[config.mk]
export PLATFORM = sky130hd
export DESIGN_NAME = dscg_top
export DESIGN_NICKNAME = d
export VERILOG_FILES = /design/src/dscg_pkg.sv /design/src/dscg_gate_cell.sv /design/src/dscg_top.sv
export SDC_FILE = /design/constraint.sdc
export NUM_CORES = 1
export LEC_CHECK = 0
export ABC_CLOCK_PERIOD_IN_PS = 2090
export BUFFER_PORTS_ARGS = -buffer_cell sky130_fd_sc_hd__buf_2
export CAP_MARGIN = 30
export CORE_MARGIN = 8
export CORE_UTILIZATION = 49
export DETAILED_ROUTE_END_ITERATION = 16
export PLACE_DENSITY_LB_ADDON = 0.3
export SYNTH_ARGS = -nofsm -noshare
export SYNTH_HDL_FRONTEND = slang
export SYNTH_HIERARCHICAL = 1
export SYNTH_SLANG_ARGS = --single-unit
[constraint.sdc]
create_clock -name pclk -period 2.09 [get_ports pclk]
set_input_delay 0 -clock pclk [delete_from_list [all_inputs] [get_ports pclk]]
set_output_delay 0 -clock pclk [all_outputs]
set_load 0.01 [all_outputs]
[src/dscg_pkg.sv]
// Package for the deep-sleep clock-gating block: offsets, fields, types
package dscg_pkg;
  localparam int unsigned DSCG_UNITS = 5;
  // Register offsets
  localparam logic [11:0] DSCG_OFF_CFG = 12'h060;
  localparam logic [11:0] DSCG_OFF_RUN = 12'h100;
  localparam logic [11:0] DSCG_OFF_SLP = 12'h110;
  localparam logic [11:0] DSCG_OFF_DSL = 12'h120;
  localparam logic [11:0] DSCG_OFF_STAT = 12'h130;
  localparam logic [11:0] DSCG_OFF_MASK = 12'h134;
  // Gating fields
  localparam int unsigned DSCG_BIT_WATCHDOG = 3;
  localparam int unsigned DSCG_BIT_HIBERNATION = 6;
  localparam int unsigned DSCG_BIT_PWM = 20;
  localparam int unsigned DSCG_BIT_CANA = 24;
  localparam int unsigned DSCG_BIT_CANB = 25;
  localparam int unsigned DSCG_BIT_AUTO_GATE = 27;
  localparam int unsigned DSCG_UNIT_BIT [DSCG_UNITS] = '{DSCG_BIT_WATCHDOG, DSCG_BIT_HIBERNATION,
    DSCG_BIT_PWM, DSCG_BIT_CANA, DSCG_BIT_CANB};
  localparam logic [31:0] DSCG_GATE_WMASK = 32'h03100048;
  localparam logic [31:0] DSCG_GATE_RESET = 32'h00000040;
  localparam logic [31:0] DSCG_CFG_WMASK = 32'h08000000;
  localparam logic [31:0] DSCG_CFG_RESET = 32'h00000000;
  localparam logic [DSCG_UNITS-1:0] DSCG_IRQ_RESET = 5'h00;
  localparam int unsigned DSCG_SYNC_STAGES = 3;

  // Power state, Gray coded along run -> sleep -> deep-sleep
  typedef enum logic [1:0] {
    DSCG_PWR_RUN = 2'b00,
    DSCG_PWR_SLEEP = 2'b01,
    DSCG_PWR_DEEP = 2'b11
  } dscg_pwr_e;

  // One bit per gated unit, index 0 is the watchdog
  typedef struct packed {
    logic bus_controller_b;
    logic bus_controller_a;
    logic pwm;
    logic hibernation;
    logic watchdog;
  } dscg_units_s;

  // APB response
  typedef struct packed {
    logic [31:0] prdata;
    logic pready;
    logic pslverr;
  } dscg_apb_rsp_s;
endpackage : dscg_pkg

[src/dscg_gate_cell.sv]
// Glitch-free clock gate for one unit, clock made at half the bus rate
`timescale 1ns/100ps
module dscg_gate_cell (
  // Clock and reset
  input wire logic pclk,
  input wire logic presetn,
  // Request and gated clock
  input wire logic en_req,
  output logic en_q,
  output logic clk_q
);
  // Enable may change only while the unit clock is low
  always_ff @(posedge pclk or negedge presetn) begin
    if (!presetn) begin
      en_q <= 1'b0;
    end else if (!clk_q) begin
      en_q <= en_req;
    end
  end

  // Toggle only while enabled, so every pulse is full width
  always_ff @(posedge pclk or negedge presetn) begin
    if (!presetn) begin
      clk_q <= 1'b0;
    end else begin
      // No new rising half once the request has dropped
      clk_q <= (en_q && (clk_q || en_req)) ? ~clk_q : 1'b0;
    end
  end
endmodule : dscg_gate_cell

[src/dscg_top.sv]
// Deep-sleep clock-gating register block with APB slave
// Notes on behaviour
// - Deep-sleep gating register at 0x120; bits 25, 24, 20 gate bus controllers, PWM.
// - Bit one clocks the unit; bit zero stops its clock.
// - An access to an unclocked unit is answered with a bus fault.
// - Gating bits reset to zero unless stated otherwise.
// - Bit 6 gates hibernation, writable, resets to one; register resets 0x00000040.
// - Bit 3 gates the watchdog, resets zero, faults when unclocked.
// - Run, sleep or deep-sleep register applies according to power state.
// - Sleep registers apply only with auto gating set, else run register.
// - Reserved bits are read-only zero; software preserves them.
`timescale 1ns/100ps
module dscg_top
  import dscg_pkg::*;
(
  // APB clock and reset
  input wire logic pclk,
  input wire logic presetn,
  // APB request
  input wire logic psel,
  input wire logic penable,
  input wire logic pwrite,
  input wire logic [11:0] paddr,
  input wire logic [31:0] pwdata,
  // APB response
  output logic [31:0] prdata,
  output logic pready,
  output logic pslverr,
  // Power state pins
  input wire logic sleep_mode,
  input wire logic deep_sleep_mode,
  // Unit access from the system bus
  input wire dscg_units_s unit_access,
  output dscg_units_s unit_fault,
  // Gated unit clocks and enables
  output dscg_units_s unit_clk,
  output dscg_units_s unit_clk_en,
  // Interrupt
  output logic irq
);
  logic [31:0] run_unit_clock_enable_q;
  logic [31:0] sleep_unit_clock_enable_q;
  logic [31:0] deep_sleep_unit_clock_enable_q;
  logic [31:0] run_clock_configuration_q;
  logic [DSCG_UNITS-1:0] fault_stat_q;
  logic [DSCG_UNITS-1:0] fault_mask_q;
  logic [DSCG_SYNC_STAGES-1:0] slp_sync_q;
  logic [DSCG_SYNC_STAGES-1:0] dsl_sync_q;
  logic slp_q;
  logic dsl_q;
  dscg_pwr_e pwr_q;
  dscg_pwr_e pwr_d;
  logic [31:0] active_d;
  logic [DSCG_UNITS-1:0] unit_req;
  logic [DSCG_UNITS-1:0] unit_en;
  logic [DSCG_UNITS-1:0] unit_clk_w;
  logic [DSCG_UNITS-1:0] fault_d;
  logic [DSCG_UNITS-1:0] fault_q;
  logic wr_en;
  logic setup;
  dscg_apb_rsp_s rsp_d;
  dscg_apb_rsp_s rsp_q;

  assign setup = psel & ~penable;
  assign wr_en = psel & penable & pready & pwrite;

  // Power-state pin synchronisers
  always_ff @(posedge pclk or negedge presetn) begin
    if (!presetn) begin
      slp_sync_q <= '0;
      dsl_sync_q <= '0;
    end else begin
      slp_sync_q <= {slp_sync_q[DSCG_SYNC_STAGES-2:0], sleep_mode};
      dsl_sync_q <= {dsl_sync_q[DSCG_SYNC_STAGES-2:0], deep_sleep_mode};
    end
  end

  // Accept a pin level once stages two and three agree
  always_ff @(posedge pclk or negedge presetn) begin
    if (!presetn) begin
      slp_q <= 1'b0;
      dsl_q <= 1'b0;
    end else begin
      if (slp_sync_q[1] == slp_sync_q[2]) begin
        slp_q <= slp_sync_q[2];
      end
      if (dsl_sync_q[1] == dsl_sync_q[2]) begin
        dsl_q <= dsl_sync_q[2];
      end
    end
  end

  // Power state tracking
  always_comb begin
    case (pwr_q)
      DSCG_PWR_RUN: begin
        pwr_d = (slp_q | dsl_q) ? DSCG_PWR_SLEEP : DSCG_PWR_RUN;
      end
      DSCG_PWR_SLEEP: begin
        if (dsl_q) begin
          pwr_d = DSCG_PWR_DEEP;
        end else if (slp_q) begin
          pwr_d = DSCG_PWR_SLEEP;
        end else begin
          pwr_d = DSCG_PWR_RUN;
        end
      end
      DSCG_PWR_DEEP: begin
        if (dsl_q) begin
          pwr_d = DSCG_PWR_DEEP;
        end else begin
          pwr_d = slp_q ? DSCG_PWR_SLEEP : DSCG_PWR_RUN;
        end
      end
      default: begin
        pwr_d = DSCG_PWR_RUN;
      end
    endcase
  end

  always_ff @(posedge pclk or negedge presetn) begin
    if (!presetn) begin
      pwr_q <= DSCG_PWR_RUN;
    end else begin
      pwr_q <= pwr_d;
    end
  end

  // Gating registers
  always_ff @(posedge pclk or negedge presetn) begin
    if (!presetn) begin
      run_unit_clock_enable_q <= DSCG_GATE_RESET;
      sleep_unit_clock_enable_q <= DSCG_GATE_RESET;
      deep_sleep_unit_clock_enable_q <= DSCG_GATE_RESET;
      run_clock_configuration_q <= DSCG_CFG_RESET;
    end else if (wr_en) begin
      case (paddr)
        DSCG_OFF_RUN: run_unit_clock_enable_q <= pwdata & DSCG_GATE_WMASK;
        DSCG_OFF_SLP: sleep_unit_clock_enable_q <= pwdata & DSCG_GATE_WMASK;
        DSCG_OFF_DSL: deep_sleep_unit_clock_enable_q <= pwdata & DSCG_GATE_WMASK;
        DSCG_OFF_CFG: run_clock_configuration_q <= pwdata & DSCG_CFG_WMASK;
        default: begin
        end
      endcase
    end
  end

  // Select the active gating set
  always_comb begin
    if (!run_clock_configuration_q[DSCG_BIT_AUTO_GATE]) begin
      active_d = run_unit_clock_enable_q;
    end else begin
      case (pwr_q)
        DSCG_PWR_SLEEP: active_d = sleep_unit_clock_enable_q;
        DSCG_PWR_DEEP: active_d = deep_sleep_unit_clock_enable_q;
        default: active_d = run_unit_clock_enable_q;
      endcase
    end
  end

  // One gate cell per unit
  generate
    for (genvar u = 0; u < DSCG_UNITS; u++) begin : g_unit
      assign unit_req[u] = active_d[DSCG_UNIT_BIT[u]];
      dscg_gate_cell u_gate (
        .pclk(pclk),
        .presetn(presetn),
        .en_req(unit_req[u]),
        .en_q(unit_en[u]),
        .clk_q(unit_clk_w[u])
      );
    end
  endgenerate

  assign unit_clk = dscg_units_s'(unit_clk_w);
  assign unit_clk_en = dscg_units_s'(unit_en);

  // Accesses to unclocked units fault
  assign fault_d = unit_access & ~unit_en;

  always_ff @(posedge pclk or negedge presetn) begin
    if (!presetn) begin
      fault_q <= '0;
    end else begin
      fault_q <= fault_d;
    end
  end

  assign unit_fault = dscg_units_s'(fault_q);

  // Sticky fault status, set wins over clear
  always_ff @(posedge pclk or negedge presetn) begin
    if (!presetn) begin
      fault_stat_q <= DSCG_IRQ_RESET;
    end else if (wr_en && paddr == DSCG_OFF_STAT) begin
      fault_stat_q <= (fault_stat_q & ~pwdata[DSCG_UNITS-1:0]) | fault_d;
    end else begin
      fault_stat_q <= fault_stat_q | fault_d;
    end
  end

  always_ff @(posedge pclk or negedge presetn) begin
    if (!presetn) begin
      fault_mask_q <= DSCG_IRQ_RESET;
    end else if (wr_en && paddr == DSCG_OFF_MASK) begin
      fault_mask_q <= pwdata[DSCG_UNITS-1:0];
    end
  end

  always_ff @(posedge pclk or negedge presetn) begin
    if (!presetn) begin
      irq <= 1'b0;
    end else begin
      irq <= |(fault_stat_q & fault_mask_q);
    end
  end

  // Read decode, reserved bits read zero
  always_comb begin
    rsp_d = '0;
    rsp_d.pready = setup;
    case (paddr)
      DSCG_OFF_RUN: rsp_d.prdata = run_unit_clock_enable_q;
      DSCG_OFF_SLP: rsp_d.prdata = sleep_unit_clock_enable_q;
      DSCG_OFF_DSL: rsp_d.prdata = deep_sleep_unit_clock_enable_q;
      DSCG_OFF_CFG: rsp_d.prdata = run_clock_configuration_q;
      DSCG_OFF_STAT: rsp_d.prdata = {27'h0000000, fault_stat_q};
      DSCG_OFF_MASK: rsp_d.prdata = {27'h0000000, fault_mask_q};
      default: rsp_d.pslverr = 1'b1;
    endcase
  end

  // Answer registered in the setup cycle, one wait-free access phase
  always_ff @(posedge pclk or negedge presetn) begin
    if (!presetn) begin
      rsp_q <= '0;
    end else if (setup) begin
      rsp_q <= rsp_d;
    end else begin
      rsp_q <= '0;
    end
  end

  assign prdata = rsp_q.prdata;
  assign pready = rsp_q.pready;
  assign pslverr = rsp_q.pslverr;
endmodule : dscg_top

==> results.md <==
* Headroom to the max-slew limit at ~62%
* Multiplexer share of the synthesized area at 14.8%
* Worst R2R End: sleep_unit_clock_enable_q[24]
* Vias per cell at between 4 and 5
* Cell Pwr Density at 814 nW/um^2
* Final WS setup at 0.197 ns
* Post-DP HPWL at 4360 um
* Yosys Warn Count at 6
* Hold Path End: prdata[3]
* Wire per inst at roughly 15 um
* # diodes at 0
* Hold crit path type: in2reg
* Unrepaired setup endpoints after global routing: false
* Clock Skew at slightly below 0.008 ns
* Post-CTS Resized at 0
* CTS clock-pin slew for the worst setup and hold paths at 0.07 ns
* Grt total ovfl at 0
* Antenna Nets Post-Route at 0
* Clock root buffer: clkbuf_8
* Tot Pwr at approximately 3.0 mW
* Crit path max fanout at 8
* Total global-route track usage at 14.8%
* CTS sink cnt at 64
* Commonest cells after routing, fill and taps aside: dfrtp_1 (61), buf_2 (61), conb_1 (22)
* RR Startpoint: pready
* Tcrit/Tclk final at 90.6%
* Effective utilization at floorplan at approximately half
* Post-CTS setup repair buffer count at 0
* Post-synthesis sequential area ratio at between 50 and 60%
* Pin count of the biggest net entering global routing at 41
* Die height at a little over 90 um
* Clock power share at 51.5%
* Critical Path AT at between 2 and 2.5 ns
* P&R area growth vs syn at 29.6%
* CTS H-Tree Depth at 3
* Slew Limit Fails at 0
* Vias in the first global route at ~2000
* Hold Path Depth at 4
* Post-Route WL at 6070 um
* Main combinational cell family by area after synthesis: simple AND/OR/NAND/NOR gates
* IO Port Bufs at 61
* Worst R2R Path Depth at 4
* Clock latency on the worst-skew pair at 0.34 ns
* Clk buf depth at 2
* Share of power burned in registers at 42.2%
* Cell Rows at 28
* First-pass GRT wire length at approximately 9800 um
* Synth Instances at between 200 and 250
* Hold slack at around 0.033 ns
* Internal power at 2.44 mW
* Share of cells above drive strength 1 at between 40% and 50%
* Final core utilization at 64.4%
* Placer Congestion at about 0.81
* TritonCTS clock tree: done
* Slew @ Worst Pin at 0.576 ns
* Die area at around 8600 sq um
* Switching power total at around 0.6 mW
* Flops & latches, synth at 64
* Netlist cell types at 41
* Fin crit period at approximately 1.9 ns
* Outcome: finished, final reports clean
* Fillers at 458
* Peak VDD IR at roughly 0.63 mV
* Die Wd at 92.6 um
* Fmax at between 500 and 600 MHz
* Fraction of the mapped netlist area in adder cells at less than 1%
* Antenna violations before repair at 0
* Critical Path Sink Type: flip-flop
* Pre-antenna DRT Iters at 4
* CP Class: in2reg
* Place WS at 0.311 ns
* Worst EP required at about 2.3 ns
* Vias at 1953
* Max-cap violations at 0
* Synth Area in Simple Gates at between 15 and 20%
* Residual DRC at 0
* R2R Setup Slk at ~0.45 ns
* # IOs at around 110
* Synth Area in Compound Gates at roughly 5.3%
* Final number of setup-violating endpoints at 0
* Cts bufs inserted at 9
* Avg Inst Size Synth at 12.9 sq um
* Startpoint class of the critical path: primary input
* Setup TNS at 0 ns
* Post-synthesis xor/xnor area fraction at 0%
* Initial drt markers at 81
* Nets at ~370
* Leak at about 1.8 nW
* Comb power frac at ~6.2%
* Switching Share at between 10% and 20%
* Mapped cell area at around 2900 sq um
* Final Hold Fails at 0
* Hold Path Origin: paddr[6]
* Core area at slightly below 6000 sq um
==> logic make-up after synthesis <==
group | count (synthesis)
flops | 64
mux | 36
compound gates | 23
other cells | 1
simple gates | 66
buf+inv | 31
fa+ha+maj | 2
==> per-layer routing <==
layer | vias to the layer above | global-route usage (%) | wire length (um)
met5 | - | 0 | 0
met4 | 0 | 8.46 | 119
met3 | 9 | 4.53 | 428
met2 | 59 | 23.2 | 3040
met1 | 944 | 17.8 | 2480
li1 | 941 | - | -
==> worst max-delay path, stage by stage <==
cell,delay [ns]
dlygate4sd3_1,0.54
buf_2,0.12
nor2b_1,0.34
nand3_4,0.21
nor4b_4,0.49
mux2_2,0.40
==> state kept, by name, indices dropped and copies added, names as in the netlist <==
name and flops:
deep_sleep_unit_clock_enable_q 5, slp_q 1, pslverr 1, prdata 10
pwr_q 2, fault_mask_q 5, pready 1, slp_sync_q 3
irq 1, dsl_q 1, g_unit.u_gate/clk_q 5, sleep_unit_clock_enable_q 5
fault_stat_q 5, g_unit.u_gate/en_q 5, dsl_sync_q 3, unit_fault 5
run_clock_configuration_q 1, run_unit_clock_enable_q 5
==> synth_stat cells, drive strengths merged <==
cell	instances	area, sq um
nor4b	2	32.5
nand3	2	22.5
dfstp	3	78.8
a211oi	1	7.51
mux2i	9	90.1
nand2b	1	6.26
and3b	5	50.1
or4b	1	13.8
dfrtp	61	1530
nor2b	6	37.5
and2	1	6.26
a22oi	5	37.5
nand4b	1	8.76
nor4	6	95.1
nand2	12	45.0
a21oi	7	35.0
buf	23	169
inv	4	15.0
conb	1	3.75
and4bb	1	12.5
clkbuf	4	15.0
maj3	2	20.0
nor3	6	35.0
mux2	26	312
a31oi	4	25.0
nor2	17	63.8
a222oi	1	10.0
a21o	5	37.5
mux4	1	22.5
or3	1	6.26
nand4	2	12.5
or4	2	18.8
==> what timing repair did <==
action	in CTS	in global routing
hold buffers	19	0
setup endpoints to repair	0	0
endpoints found under the hold margin	55	0
==> power groups by stage <==
stage          clock network, mW  registers [mW]  logic, mW
2_1_floorplan                  0            1.30      0.106
6_report                    1.56            1.28      0.189
3_5_place_dp                   0            1.30      0.162
3_3_place_gp                   0            1.30      0.158
5_1_grt                     1.65            1.28      0.210
4_1_cts                     1.59            1.28      0.190
==> how the worst max path moves through the flow <==
stage	cells past startpoint	end	slack, ns	from
floorplan	4	fault_mask_q[0]	0.37	pready
global placement	5	run_clock_configuration_q[27]	0.33	paddr[1]
detailed placement	5	run_clock_configuration_q[27]	0.31	paddr[1]
CTS	6	sleep_unit_clock_enable_q[24]	0.21	paddr[8]
global route	6	sleep_unit_clock_enable_q[24]	0.11	paddr[8]
finish	6	sleep_unit_clock_enable_q[24]	0.20	paddr[8]
==> stage by stage <==
stage	std cells	instance area (sq um)
finish	395	3720
global route	395	3720
CTS	395	3720
detailed placement	360	3230
global placement	360	3230
floorplan	244	2950
==> final cells by class <==
| type | count | area, sq um | area share, % |
|---|---|---|---|
| clock buffer | 11 | 151 | 4.07 |
| clock inverter | 5 | 150 | 4.03 |
| inverter | 4 | 15.0 | 0.403 |
| multi-input combinational | 149 | 1150 | 30.8 |
| sequential | 64 | 1610 | 43.1 |
| tap | 75 | 93.8 | 2.52 |
| timing repair buffer | 87 | 561 | 15.1 |
Power figures use the tool's default switching activity.
